`src/nbm_pkg.sv`:
```
// package: register map, field layout and pattern constants of the national bit monitor
package nbm_pkg;
    localparam int NBM_NUM_POS = 5;
    localparam int NBM_CW_BITS = 4;
    // register indices; byte address is four times the index
    localparam logic [7:0] IDX_SA4_CW = 8'h56;
    localparam logic [7:0] IDX_SA5_CW = 8'h57;
    localparam logic [7:0] IDX_SA6_CW = 8'h58;
    localparam logic [7:0] IDX_SA7_CW = 8'h59;
    localparam logic [7:0] IDX_SA8_CW = 8'h5A;
    localparam logic [7:0] IDX_PAT_HITS = 8'h5B;
    localparam logic [7:0] IDX_IRQ_CTRL = 8'h5C;
    localparam logic [7:0] IDX_IRQ_FLAGS = 8'h5D;
    localparam logic [7:0] IDX_IRQ_CLEAR = 8'h70;
    // control register fields
    localparam int CTRL_ALIGN_BIT = 7;
    localparam int CTRL_DEBOUNCE_BIT = 6;
    localparam int CTRL_SPECIAL_EN_BIT = 5;
    localparam logic [7:0] CTRL_RESET = 8'h00;
    // flag register: bit 5 summary, bits 4..0 change flags of Sa4..Sa8
    localparam int FLAG_SPECIAL_BIT = 5;
    localparam int FLAG_W = 6;
    localparam logic [5:0] FLAGS_RESET = 6'h00;
    localparam logic [4:0] HITS_RESET = 5'h00;
    // position of the Sa6 bit in the per-frame national bit vector
    localparam int POS_SA6 = 2;
    // special Sa6 patterns; hit vector order is F, E, C, A, 8 at bits 4..0
    localparam logic [11:0] PAT_F = 12'hFFF;
    localparam logic [11:0] PAT_E = 12'hEEE;
    localparam logic [11:0] PAT_C = 12'hCCC;
    localparam logic [11:0] PAT_A = 12'hAAA;
    localparam logic [11:0] PAT_8 = 12'h888;
    localparam logic [3:0] PAT_BITS = 4'hC;
    localparam logic [1:0] PAT_WORDS = 2'h3;
endpackage

```
`src/nbm_if.sv`:
```
// interface: assembled codewords and results shared by the monitor's modules
`timescale 1ns/1ps
interface nbm_if;
    logic cw_done;
    logic [4:0][3:0] rx_cw;
    logic bit_valid;
    logic sa6_bit;
    logic sync;
    logic debounce_en;
    logic align_sel;
    logic [4:0][3:0] stored;
    logic [4:0] changed;
    logic [4:0] hits;
    modport top (output cw_done, rx_cw, bit_valid, sa6_bit, sync, debounce_en, align_sel,
        input stored, changed, hits);
    modport ext (input cw_done, rx_cw, sync, debounce_en, output stored, changed);
    modport pat (input cw_done, rx_cw, bit_valid, sa6_bit, sync, align_sel, output hits);
endinterface

```
`src/nbm_top.sv`:
```
// top: national bit codeword monitor with Wishbone registers and interrupt
//
// Overview of operation
// - Each of Sa4..Sa8 yields a 4-bit codeword in its own read-only register.
// - With de-bounce on, store a codeword only after two equal sub-multiframes.
// - With de-bounce off, store every received codeword.
// - While multiframe sync is lost, stored codewords are frozen.
// - Control bit 6 turns codeword de-bounce on when 1, off when 0.
// - Alignment 0 compares any 12 Sa6 bits; 1 compares 3 aligned codewords.
// - Sa6 pattern comparison runs only while multiframe sync holds.
// - Hit bit 4 marks 0xFFF, hit bit 3 marks 0xEEE.
// - Hit bits 2, 1, 0 mark 0xCCC, 0xAAA, 0x888.
// - Summary special-code flag sets on any of the five pattern matches.
// - A change flag sets per stored codeword change, Sa4 at bit 4 to Sa8 at 0.
// - Enables in control bits 4..0 let change flags drive the interrupt low.
// - Control bit 5 lets the summary flag drive the interrupt.
// - Writing one clears an indication bit; writing zero leaves it.
//
// Chosen here: the Wishbone register port.
`timescale 1ns/1ps
module nbm_top
    import nbm_pkg::*;
(
    input wire logic clk,
    input wire logic rst,
    input wire logic wb_cyc_i,
    input wire logic wb_stb_i,
    input wire logic wb_we_i,
    input wire logic [9:0] wb_adr_i,
    input wire logic [3:0] wb_sel_i,
    input wire logic [31:0] wb_dat_i,
    output logic [31:0] wb_dat_o,
    output logic wb_ack_o,
    input wire logic nat_valid,
    input wire logic nat_first,
    input wire logic [4:0] nat_bits,
    input wire logic crc_mf_sync,
    output logic irq_n
);
    typedef struct packed {
        logic [4:0][3:0] asm_cw;
        logic [2:0] cnt;
        logic cw_done;
        logic bit_valid;
        logic sa6_bit;
        logic ack;
        logic [31:0] dat;
        logic [7:0] ctrl;
        logic [4:0] pat_hits;
        logic [5:0] flags;
        logic irq_n;
    } nbm_top_st_t;
    nbm_top_st_t q;
    nbm_top_st_t nxt_q;

    nbm_if link ();
    logic req;
    logic wr;
    logic [7:0] idx;
    logic [7:0] rd_val;

    // register index from a byte address, used by read and write paths
    function automatic logic [7:0] reg_index(input logic [9:0] adr);
        reg_index = adr[9:2];
    endfunction

    // read multiplexer; unmapped indices answer zero
    function automatic logic [7:0] read_reg(input logic [7:0] i, input nbm_top_st_t s,
        input logic [4:0][3:0] cw);
        case (i)
            IDX_SA4_CW: read_reg = {4'h0, cw[4]};
            IDX_SA5_CW: read_reg = {4'h0, cw[3]};
            IDX_SA6_CW: read_reg = {4'h0, cw[2]};
            IDX_SA7_CW: read_reg = {4'h0, cw[1]};
            IDX_SA8_CW: read_reg = {4'h0, cw[0]};
            IDX_PAT_HITS: read_reg = {3'h0, s.pat_hits};
            IDX_IRQ_CTRL: read_reg = s.ctrl;
            IDX_IRQ_FLAGS: read_reg = {2'h0, s.flags};
            default: read_reg = 8'h00;
        endcase
    endfunction

    // bus decode; a write commits at the edge where ack is seen high
    assign req = wb_cyc_i && wb_stb_i;
    assign idx = reg_index(wb_adr_i);
    assign wr = req && wb_we_i && q.ack && wb_sel_i[0];
    assign rd_val = read_reg(idx, q, link.stored);

    always_comb
    begin
        logic [5:0] clr;
        logic [5:0] set;
        logic [4:0] pclr;
        clr = 6'h00;
        set = 6'h00;
        pclr = 5'h00;
        nxt_q = q;
        // codeword assembly: bit 1 of each word lands in the MSB
        nxt_q.cw_done = 1'b0;
        nxt_q.bit_valid = nat_valid;
        nxt_q.sa6_bit = nat_bits[POS_SA6];
        if (nat_valid)
        begin
            for (int i = 0; i < NBM_NUM_POS; i++)
                nxt_q.asm_cw[i] = nat_first ? {3'h0, nat_bits[i]} : {q.asm_cw[i][2:0], nat_bits[i]};
            nxt_q.cnt = nat_first ? 3'h1 : ((q.cnt == 3'h4) ? 3'h4 : q.cnt + 3'h1);
            // a partial first word after start-up never completes as a codeword
            nxt_q.cw_done = (nxt_q.cnt == 3'h4) && (nat_first || q.cnt == 3'h3);
        end
        // one-cycle ack, dropped in the cycle after it was given
        nxt_q.ack = req && !q.ack;
        if (req && !q.ack)
            nxt_q.dat = {24'h0, rd_val};
        if (wr)
        begin
            if (idx == IDX_IRQ_CTRL)
                nxt_q.ctrl = wb_dat_i[7:0];
            if (idx == IDX_IRQ_FLAGS || idx == IDX_IRQ_CLEAR)
                clr = wb_dat_i[5:0];
            if (idx == IDX_PAT_HITS)
                pclr = wb_dat_i[4:0];
        end
        // sticky flags: a set in the clearing cycle wins
        set = {|link.hits, link.changed};
        nxt_q.flags = (q.flags & ~clr) | set;
        nxt_q.pat_hits = (q.pat_hits & ~pclr) | link.hits;
        nxt_q.irq_n = ~|(nxt_q.flags & nxt_q.ctrl[5:0]);
    end

    always_ff @(posedge clk or posedge rst)
    begin
        if (rst)
        begin
            q <= '0;
            q.ctrl <= CTRL_RESET;
            q.flags <= FLAGS_RESET;
            q.irq_n <= 1'b1;
        end
        else
        begin
            q <= nxt_q;
        end
    end

    // interface drive toward the store and the detector
    assign link.cw_done = q.cw_done;
    assign link.rx_cw = q.asm_cw;
    assign link.bit_valid = q.bit_valid;
    assign link.sa6_bit = q.sa6_bit;
    assign link.sync = crc_mf_sync;
    assign link.debounce_en = q.ctrl[CTRL_DEBOUNCE_BIT];
    assign link.align_sel = q.ctrl[CTRL_ALIGN_BIT];

    nbm_extract u_extract (
        .clk(clk),
        .rst(rst),
        .bus(link.ext)
    );

    nbm_pattern u_pattern (
        .clk(clk),
        .rst(rst),
        .bus(link.pat)
    );

    // outputs come straight from the state flops
    assign wb_dat_o = q.dat;
    assign wb_ack_o = q.ack;
    assign irq_n = q.irq_n;
endmodule // nbm_top

```
`src/nbm_extract.sv`:
```
// codeword store: per-position de-bounce, freeze and change detection
`timescale 1ns/1ps
module nbm_extract
    import nbm_pkg::*;
(
    input wire logic clk,
    input wire logic rst,
    nbm_if.ext bus
);
    typedef struct packed {
        logic [4:0][3:0] stored;
        logic [4:0][3:0] prev;
        logic prev_ok;
        logic [4:0] changed;
    } nbm_ext_st_t;
    nbm_ext_st_t q;
    nbm_ext_st_t nxt_q;

    // update happens only at a codeword boundary while multiframe sync holds
    always_comb
    begin
        nxt_q = q;
        nxt_q.changed = 5'h00;
        if (!bus.sync)
        begin
            nxt_q.prev_ok = 1'b0;
        end
        else if (bus.cw_done)
        begin
            for (int i = 0; i < NBM_NUM_POS; i++)
            begin
                // de-bounce needs the same word in two sub-multiframes
                if (!bus.debounce_en || (q.prev_ok && bus.rx_cw[i] == q.prev[i]))
                begin
                    nxt_q.stored[i] = bus.rx_cw[i];
                    nxt_q.changed[i] = (bus.rx_cw[i] != q.stored[i]);
                end
            end
            nxt_q.prev = bus.rx_cw;
            nxt_q.prev_ok = 1'b1;
        end
    end

    always_ff @(posedge clk or posedge rst)
    begin
        if (rst)
            q <= '0;
        else
            q <= nxt_q;
    end

    assign bus.stored = q.stored;
    assign bus.changed = q.changed;
endmodule // nbm_extract

```
`src/nbm_pattern.sv`:
```
// Sa6 special pattern detector, sliding-bit or codeword-aligned
`timescale 1ns/1ps
module nbm_pattern
    import nbm_pkg::*;
(
    input wire logic clk,
    input wire logic rst,
    nbm_if.pat bus
);
    typedef struct packed {
        logic [11:0] bits;
        logic [3:0] fill;
        logic [11:0] words;
        logic [1:0] nwords;
        logic [4:0] hits;
    } nbm_pat_st_t;
    nbm_pat_st_t q;
    nbm_pat_st_t nxt_q;

    // compare one 12-bit window against all five patterns
    function automatic logic [4:0] match(input logic [11:0] w);
        match = {w == PAT_F, w == PAT_E, w == PAT_C, w == PAT_A, w == PAT_8};
    endfunction

    always_comb
    begin
        nxt_q = q;
        nxt_q.hits = HITS_RESET;
        if (!bus.sync)
        begin
            // windows restart after sync so no stale bits join a match
            nxt_q.fill = 4'h0;
            nxt_q.nwords = 2'h0;
        end
        else if (!bus.align_sel && bus.bit_valid)
        begin
            nxt_q.bits = {q.bits[10:0], bus.sa6_bit};
            if (q.fill != PAT_BITS)
                nxt_q.fill = q.fill + 4'h1;
            if (nxt_q.fill == PAT_BITS)
                nxt_q.hits = match(nxt_q.bits);
        end
        else if (bus.align_sel && bus.cw_done)
        begin
            nxt_q.words = {q.words[7:0], bus.rx_cw[POS_SA6]};
            if (q.nwords != PAT_WORDS)
                nxt_q.nwords = q.nwords + 2'h1;
            if (nxt_q.nwords == PAT_WORDS)
                nxt_q.hits = match(nxt_q.words);
        end
    end

    always_ff @(posedge clk or posedge rst)
    begin
        if (rst)
            q <= '0;
        else
            q <= nxt_q;
    end

    assign bus.hits = q.hits;
endmodule // nbm_pattern

```
`config.mk`:
```
export PLATFORM = sky130hd
export DESIGN_NAME = nbm_top
export DESIGN_NICKNAME = d
export VERILOG_FILES = /design/src/nbm_pkg.sv /design/src/nbm_if.sv /design/src/nbm_top.sv /design/src/nbm_extract.sv /design/src/nbm_pattern.sv
export SDC_FILE = /design/constraint.sdc
export NUM_CORES = 1
export LEC_CHECK = 0
export ABC_AREA = 1
export ABC_CLOCK_PERIOD_IN_PS = 5500
export BUFFER_PORTS_ARGS = -buffer_cell sky130_fd_sc_hd__buf_2
export CORE_ASPECT_RATIO = 0.75
export CORE_MARGIN = 2
export CORE_UTILIZATION = 50
export DETAILED_ROUTE_END_ITERATION = 10
export PLACE_DENSITY = 0.73
export REMOVE_ABC_BUFFERS = 1
export SYNTH_ARGS = -nofsm -noshare
export SYNTH_HDL_FRONTEND = slang
export SYNTH_SLANG_ARGS = --single-unit
```
`constraint.sdc`:
```
create_clock -name clk -period 5.5 [get_ports clk]
set_clock_uncertainty 0.05 [all_clocks]
set_input_delay 1.1 -clock clk [delete_from_list [all_inputs] [get_ports clk]]
set_output_delay 1.1 -clock clk [all_outputs]
set_load 0.01 [all_outputs]
```
# Yosys cells after proc, flatten, opt, wreduce, memory -nomap -nowiden
# Cells that the tools add are included.
# Widths: inputs -> output; s select.
dict set report word_totals {
  regBits 131
  in_bits 59
  word_cells 159
}
dict set report op_classes {
  n_addsub 3
  eq_ne 40
  n_mux 39
  bitwise 8
  n_reduce_logical 36
}
# op n
set ops {}
lappend ops {{$eq 12x12->1 const B} 10}
lappend ops {{$eq 8x7->1 const B} 9}
lappend ops {{$pmux 8 s8} 1}
lappend ops {{$mux 4} 10}
lappend ops {{$mux 5} 7}
lappend ops {{$mux 6} 5}
lappend ops {{$eq 4x4->1} 5}
lappend ops {{$ne 4x4->1} 5}
lappend ops {{$reduce_and 3->1} 6}
lappend ops {{$logic_and 1x1->1} 13}
lappend ops {{$and 6x6->6} 2}
lappend ops {{$mux 2} 6}
lappend ops {{$reduce_and 2->1} 4}
lappend ops {{$logic_or 1x1->1} 7}
lappend ops {{$mux 1} 7}
lappend ops {{$mux 7} 1}
lappend ops {{$eq 3x3->1 const B} 2}
lappend ops {{$mux 3} 2}
lappend ops {{$ne 2x1->1 const B} 3}
lappend ops {{$not 6->6} 1}
lappend ops {{$or 6x6->6} 1}
lappend ops {{$reduce_or 6->1} 1}
lappend ops {{$and 5x5->5} 1}
lappend ops {{$not 5->5} 1}
lappend ops {{other kinds (12)} 16}

# Depth between registers and ports, before layout
# Gate-level depths: netlist of run 1.
dict set report logic_depth {
  word_depth 11
  depth_mapped 13
}

# Cells and area by module
# A second synthesis of run 1 with hierarchy kept.
dict set report unflattened {
  cells_unflattened 854
  hier_area_um2 6882.9
}
# module instances cells_each area_per_inst_um2
set modules_own_cells {}
lappend modules_own_cells {nbm_top 1 356 2862.7}
lappend modules_own_cells {nbm_extract 1 307 2484.9}
lappend modules_own_cells {nbm_pattern 1 191 1535.2}

# Worst setup path after synthesis of run 1
# Ideal clock, no wire load.
dict set report synth_path {
  path_kind {input to register}
  start {input port wb_adr_i[3]}
  end {register irq_n (netlist name)}
  setup_time_ps 73
  t_arrival_ps 1938
  t_required_ps 5377
  slack_ps 3439
  cell_stages 10
  path_buffers 0
  cell_sequence {nor2_1 nand2_2 nor2_8 nand2_8 o21ai_2 nand2_1 nand2_1 inv_2 nand2_2 nor2_2}
}
# element line_no
set synth_lines {}
lappend synth_lines {{from (decl)} nbm_top.sv:29} ;# input wire logic [9:0] wb_adr_i,

# Final worst setup path of run 1
dict set report layout_path {
  start {input port crc_mf_sync}
  end {register u_extract.q (netlist bit u_extract.bus.stored[9])}
}
dict set report layout_between {
  elab_chain_len 1
}
# element line_no
set layout_rtl {}
lappend layout_rtl {{from (decl)} nbm_top.sv:37} ;# input wire logic crc_mf_sync,
lappend layout_rtl {{$reduce_and 3->1 (no source line)} n/a}
lappend layout_rtl {{to (signal assigned)} nbm_extract.sv:49} ;# q <= nxt_q;
lappend layout_rtl {{to (decl)} nbm_extract.sv:16} ;# nbm_ext_st_t q;
# Every way passes these cells.
# A chain may end at the register's enable or synchronous reset.

==> summary.md, run 1 <==
| Metric | Value |
|---|---|
| Mapped cell area | `6439 µm²` |
| WL final | `14470 µm` |
| Crit path kind | `in2reg` |
| Total track usage | `22.64%` |
| Reg clk slew, reported paths | `0.06 ns` |
| Avg Synthesized Cell Area | `8.506 µm²` |
| Routed WL per cell | `14.83 µm` |
| Post-layout min period | `2.233 ns` |
| H-tree depth | `4` |
| Clk Latency, worst-skew pair | `0.42 ns` |
| Cell Rows | `35` |
| Routed vias/inst | `5.235` |
| First-pass GRT wire length | `24290 µm` |
| Initial Util | `51.77%` |
| Power Total | `2.407 mW` |
| CTS Sinks | `131` |
| CTS root buf | `clkbuf_16` |
| Yosys warning count | `0` |
| Crit path arrival time | `2.50 ns` |
| Initial DRT Pass Iterations | `5` |
| Total Neg Setup Slack | `0 ns` |
| Worst setup SP type | `primary input` |
| Total gr overflow | `0` |
| Gpl congestion | `0.8917` |
| Final hold vios | `0` |
| Die ar. | `13810 µm²` |
| Slew margin rel. | `47.24%` |
| PD cells | `330.3 nW/µm²` |
| Vias | `5109` |
| Core Region | `12440 µm²` |
| Peak supply drop | `0.0002515 V` |
| Worst-margin pin slew | `0.7913 ns` |
| Finished Layout Cells | `976` |
| Sequential fraction of the synthesis area | `50.93%` |
| Post-CTS Hold Buffers | `0` |
| Post-Syn Instances | `757` |
| Leakage Power | `3.578 nW` |
| Ant diodes | `0` |
| Die Ht | `102.3 µm` |
| Worst Reg2Reg Path Length in Cells | `7` |
| Die X | `135.0 µm` |
| Nets | `861` |
| CP max FO | `42` |
| Area Growth Syn to Fin | `13.16%` |
| I/O pins | `93` |
| Vias in the first global route | `5050` |
| Inserted Clock Buffers | `17` |
| CP required | `5.77 ns` |
| Status | `finished clean` |
| HPWL after DPL | `10130 µm` |
| PortBufs | `39` |
| Fin crit share | `40.59%` |
| Initial antenna violation count | `0` |
| Post-CTS Setup Inserts | `0` |
| DRC errors left | `0` |
| Synth Register Bits | `131` |
| Hold WC Path Type | `reg2reg` |
| Final setup fails | `0` |
| Pins over their slew limit | `0` |
| # resized after CTS | `0` |
| Clock Tree Buf Depth | `2` |
| Share of cells above drive strength 1 | `14.32%` |
| 1st-iter DRT viols | `405` |
| Final ANT Viol Nets | `0` |
| Hold depth | `2` |
| Crit. End Element | `register` |
| Maxcap violations | `0` |
| Fmax | `0.4479 GHz` |
| Placed cells | `944` |
| RSZ-0062 raised after global routing | `no` |
| CTS tree | `built` |
| Post-DP Area | `6655 µm²` |
| Largest net degree at the start of global routing | `66` |
| Final instance area | `7286 µm²` |
| Synth unique cells | `41` |
-- power breakdown --
part	switching, mW	internal [mW]	leakage, nW
Sequential	0.0353	1.01	1.69
Combinational	0.117	0.0564	1.59
Clock	0.428	0.762	0.294
Total	0.580	1.83	3.58
-- final timing paths --
| kind | to | start | slack, ns |
|---|---|---|---|
| max | u_extract.bus.stored[9]$_DFFE_PP0P_ | crc_mf_sync | 3.27 |
| max in group asynchronous | link.rx_cw[0]$_DFFE_PP0P_ | rst | 3.64 |
| max reg2reg | u_pattern.bus.hits[0]$_DFF_PP0_ | link.align_sel$_DFFE_PP0P_ | 3.59 |
| min | wb_dat_o[3]$_DFFE_PP0P_ | wb_dat_o[3]$_DFFE_PP0P_ | 0.43 |
| min reg2reg | wb_dat_o[3]$_DFFE_PP0P_ | wb_dat_o[3]$_DFFE_PP0P_ | 0.43 |
| min in group asynchronous | u_extract.q[13]$_DFFE_PP0P_ | rst | 0.79 |
-- critical path, stage by stage --
cell and delay, ns:
buf_2 0.15, nand2_1 0.08, buf_4 0.34, inv_1 0.24, o21ai_1 0.34, nand2_1 0.12
o21ai_0 0.11
-- per-stage QoR --
stage	util [%]	setup WS (ns)	hold slack, ns
6_report	58.58	3.267	0.4277
5_1_grt	58.58	3.092	0.4483
3_5_place_dp	53.51	2.904	0.4029
2_1_floorplan	-	0.8540	0.3783
4_1_cts	58.58	3.286	0.4264
3_3_place_gp	53.51	2.939	0.4080
-- cell type report --
cell class                 count  area (µm²)
sequential                   131        3279
multi-input combinational    509        2585
clock inverter                11       150.1
clock buffer                  21       480.5
timing repair buffer          42       217.7
tap                          166       207.7
inverter                      96       365.4
fill                        1077        5151
-- Yosys cell counts, drive strengths merged --
cell type	instances	area [µm²]
a211oi	1	7.510
a21oi	6	30.03
a22oi	1	7.510
a31oi	3	18.77
and2	1	6.260
buf	35	264.0
clkbuf	9	33.78
clkinv	3	13.76
conb	1	3.750
dfrtp	130	3253
dfstp	1	26.28
ha	5	62.56
inv	93	349.1
nand2	213	848.3
nand3	40	210.2
nand4	11	68.82
nor2	32	178.9
nor3	20	110.1
nor4	8	50.05
o211ai	1	7.510
o21ai	87	454.2
o21bai	3	22.52
o22ai	20	125.1
o31ai	2	15.01
o41ai	1	8.760
xnor2	11	96.34
xor2	19	166.4
-- cells by family after synthesis --
kind of cell    Yosys count  share of synthesized area, %
compound gates          125                         10.82
xor+xnor                 30                         4.081
fa+ha+maj                 5                        0.9716
buf+inv                 140                         10.26
flops                   131                         50.93
other cells               1                       0.05824
simple gates            325                         22.87
-- sequential cells by signal (all words and copies together), names as in the netlist, 5 cells and up --
register / flops
u_pattern.q: 25
u_extract.bus.changed: 5
wb_dat_o: 8
link.rx_cw: 20
u_extract.bus.stored: 20
u_pattern.bus.hits: 5
q: 20
u_extract.q: 21
-- per-layer routing --
metal | routed length (µm) | track usage, % | share of wire [%]
met1 | 6569 | 29.20 | 45
met2 | 6987 | 37.72 | 48
met3 | 686 | 5.357 | 4.7
met4 | 228 | 8.494 | 1.6
met5 | 0 | 0 | 0
-- cells in the final DEF (no fill, tap or decap), types with 6 or more instances in the layout --
cell	n
a21oi_1	6
buf_2	39
clkbuf_16	17
conb_1	24
dfrtp_1	130
inv_1	85
inv_2	7
nand2_1	201
nand2_2	10
nand3_1	38
nand4_1	11
nor2_1	22
nor3_1	18
nor4_1	8
o21ai_0	77
o22ai_1	20
xnor2_1	11
xor2_1	19
Power figures use the tool's default switching activity.
==> inputs of run 2 (changes only) <==
- ABC_AREA: 1 -> 0
- ABC_CLOCK_PERIOD_IN_PS: 5500 -> 1950
- PLACE_DENSITY: 0.73 -> 0.76
- clock period: 5.5 -> 1.95 ns (I/O delays scaled with it)
==> run 2 against run 1 <==
  * The flow now finishes with violations (negative setup slack)
  * Clock-buffer cell count rose by 1
  * Non-clock buffer count rose by 46
  * Flip-flop and latch count did not move
  * Core utilization rose by 2.8 points
  * Highest routed layer unchanged
  * Critical endpoint is now irq_n$_DFF_PP1_
  * Combinational power rose to 4.2 times the previous value
  * Setup slack got worse by 3.4 ns
  * Synthesized cell count fell by 22%
  * Design area rose by 3.3%
==> summary.md, run 2 <==
| Metric | Value |
|---|---|
| Pins over their slew limit | `0 (unchanged)` |
| Most frequent cells after synthesis | `dfrtp_1 (130), nand2_1 (77), o21ai_0 (39)` |
| Post-synth top area cell | `dfrtp_1` |
| Largest net degree at the start of global routing | `36 (-45%)` |
| RSZ-0062 raised after global routing | `yes` |
| Count leader, synth | `dfrtp_1` |
| Ranking of synthesized cells by area | `dfrtp_1 (52%), mux2_2 (6.1%), nand2_1 (4.6%)` |
| Post-Syn Instances | `590 (-22%)` |
| Sequential fraction of the synthesis area | `52.24% (+1.3 points)` |
| Routed vias/inst | `5.548 (+6.0%)` |
| WL final | `14410 µm (-0.46%)` |
| Yosys top cell area share | `51.82% (+1.3 points)` |
| Crit. End Element | `register` |
| Area Growth Syn to Fin | `19.87%` |
| Crit path cell chain | `buf_6, or3b_4, or2_4, or4_4, mux2_4, a22oi_2, and3_1` |
| Comb power frac | `10.2% (+3.0 points)` |
| Vias | `4688 (-8.2%)` |
| CP required | `2.25 ns (-3.52 ns)` |
| Initial Util | `51.19% (-0.58 points)` |
| Vias in the first global route | `4676 (-7.4%)` |
| Post-synth top flop | `dfrtp_1` |
| Number of synthesized flops with an enable pin | `0 (unchanged)` |
| PD cells | `956.4 nW/µm² (+190%)` |
| Final core occ | `61.37% (+2.8 points)` |
| Maxcap violations | `0 (unchanged)` |
| Post-place setup slack | `-0.5718 ns (-3.476 ns)` |
| Inserted Clock Buffers | `17 (unchanged)` |
| Ant diodes | `0 (unchanged)` |
| Yosys warning count | `0 (unchanged)` |
| Synth unique cells | `53 (+29%)` |
| Clk Latency, worst-skew pair | `0.41 ns (about the same)` |
| CTS tree | `built` |
| Register name with the most flops | `u_pattern.q` |
| Hold slack | `0.04451 ns (-0.3832 ns)` |
| DRC errors left | `0 (unchanged)` |
| HPWL after DPL | `10250 µm (+1.2%)` |
| Max stage delay on crit path | `0.58 ns (+0.24 ns)` |
| Post-synthesis async set-or-reset flop share | `100.0% (unchanged)` |
| Total Neg Setup Slack | `-0.2186 ns (-0.2186 ns)` |
| First-pass GRT wire length | `23490 µm (-3.3%)` |
| Fin worst setup slack | `-0.1093 ns (-3.377 ns)` |
| PortBufs | `39 (unchanged)` |
| Worst setup SP type | `primary input` |
| Gpl congestion | `0.8815 (-1.1%)` |
| Core Region | `12260 µm² (-1.4%)` |
| Hold WC Path Type | `in2reg` |
| Final ANT Viol Nets | `0 (unchanged)` |
| Crit path kind | `in2reg` |
| Status | `finished with violations` |
| H-tree depth | `4 (unchanged)` |
| Fin crit share | `105.6%` |
| Psw | `1.712 mW (+200%)` |
| Initial antenna violation count | `0 (unchanged)` |
| Largest registers | `u_pattern.q: 25 flops, u_extract.q: 21 flops` |
| Reg clk slew, reported paths | `0.05 ns (about the same)` |
| I/O pins | `93 (unchanged)` |
| 1st-iter DRT viols | `283 (-30%)` |
| Leakage Power | `3.512 nW (-1.8%)` |
| Register share of total power | `43.8% (+0.4 points)` |
| Clk pwr share | `46.0% (-3.5 points)` |
| Nets | `730 (-15%)` |
| Post-layout min period | `2.059 ns` |
| Switch share | `23.79% (-0.32 points)` |
| Die X | `133.4 µm (-1.2%)` |
| Fmax | `0.4856 GHz` |
| Total gr overflow | `0 (unchanged)` |
| Failing checks | `negative setup slack` |
| CP max FO | `7 (-83%)` |
| Cell Rows | `35 (unchanged)` |
| Routed WL per cell | `17.05 µm (+15%)` |
| Power Total | `7.196 mW (+200%)` |
| Clock Tree Buf Depth | `2 (unchanged)` |
| Peak supply drop | `0.0007316 V (+190%)` |
| Worst path slowest cell | `or4_4` |
| Max FFs per register | `25 (unchanged)` |
| Die ar. | `13480 µm² (-2.4%)` |
| Internal power | `5.484 mW (+200%)` |
| CTS root buf | `clkbuf_16` |
| Avg Synthesized Cell Area | `10.64 µm² (+25%)` |
| Crit path arrival time | `2.36 ns (-0.14 ns)` |
| Initial DRT Pass Iterations | `5 (unchanged)` |
| CTS Sinks | `131 (unchanged)` |
| Final hold vios | `0 (unchanged)` |
| Commonest non-fill, non-tap cell in the layout | `dfrtp_1` |
| Most frequent cells in the layout | `dfrtp_1 (130), nand2_1 (77), buf_4 (45)` |
| Mapped cell area | `6277 µm² (-2.5%)` |
| Share of cells above drive strength 1 | `26.07% (+12 points)` |
| Final setup fails | `2 (+2)` |
| Total track usage | `22.74% (+0.10 points)` |
| Die Ht | `101.0 µm (-1.2%)` |
| Synth Register Bits | `131 (unchanged)` |
## run 2: cell count changes in the layout (fill, tap and decap cells not counted), sizes merged, moves of 10 or more
cell,before,now
nand2,213,77
inv,94,27
buf,42,87
o21ai,87,44
mux2,0,40
nor2,32,12
nand3,40,23
xnor2,11,26
mux2i,0,13
nor3,20,8
a21o,0,10
## run 2: per-layer routing
layer	global-route usage (%)	vias to the layer above	share of wire (%)	wire, µm
met5	0	-	0	0
li1	-	2168	-	-
met1	30.40	2306	45	6429
met3	4.877	30	5.8	840
met2	36.28	184	48	6857
met4	9.902	0	1.9	278
## run 2: final cells by class
type / instances / area (µm²)
fillers: 948 / 4737
flip-flops and latches: 131 / 3279
multi-input cells: 401 / 2714
repair buffers: 88 / 600.6
clock buffers: 22 / 464.2
well taps: 166 / 207.7
clock inverters: 10 / 155.1
inverters: 27 / 103.9
## run 2: worst max-delay path: cells and delay by family
kind | cells | cell delay [ns]
muxes | 1 | 0.34
and+or+nand+nor | 4 | 1.39
AOI/OAI and AO/OA | 1 | 0.15
buffers and inverters | 1 | 0.09
## run 2: logic make-up after synthesis
logic type                 count (synthesis)  share of synthesized area (%)
buffers and inverters                     81                          6.896
AOI/OAI and AO/OA                        121                          12.50
and+or+nand+nor                          156                          11.84
DFF                                      131                          52.24
muxes                                     53                          9.607
other                                      1                        0.05974
adders and majority gates                  5                         0.9966
xor gates and xnor gates                  42                          5.860
## run 2: final timing paths
kind	startpoint	endpoint	slack (ns)	depth (start not counted)
worst max-delay path	wb_adr_i[3]	irq_n$_DFF_PP1_	-0.11	7
worst max register to register	u_pattern.q[19]$_DFFE_PP0P_	u_pattern.bus.hits[4]$_DFF_PP0_	-0.11	8
worst min-delay path	nat_bits[2]	link.sa6_bit$_DFF_PP0_	0.04	1
min in group asynchronous	rst	q[11]$_DFF_PP0_	0.49	3
worst min register to register	u_pattern.bus.hits[0]$_DFF_PP0_	q[7]$_DFF_PP0_	0.42	1
max in group asynchronous	rst	u_extract.bus.stored[15]$_DFFE_PP0P_	0.73	4
## run 2: stage by stage
stage          cells  area, µm²
2_1_floorplan    559       6032
5_1_grt          845       7525
6_report         845       7525
4_1_cts          844       7490
3_5_place_dp     809       6800
3_3_place_gp     809       6800
## run 2: power groups by stage
stage / logic, mW / registers (mW) / clock network, mW
after floorplan: 0.459 / 3.13 / 0
after global placement: 0.675 / 3.17 / 0
after detailed placement: 0.711 / 3.19 / 0
after CTS: 0.734 / 3.14 / 3.36
after global routing: 0.814 / 3.17 / 3.48
final: 0.734 / 3.16 / 3.31
## run 2: repair_timing
action	in CTS	in global routing
hold endpoints to repair	28	0
buffers inserted	2	1
hold buffers	1	0
pin swaps	5	1
cloned	0	0
resized for setup	11	5
endpoints found under the setup margin	5	7
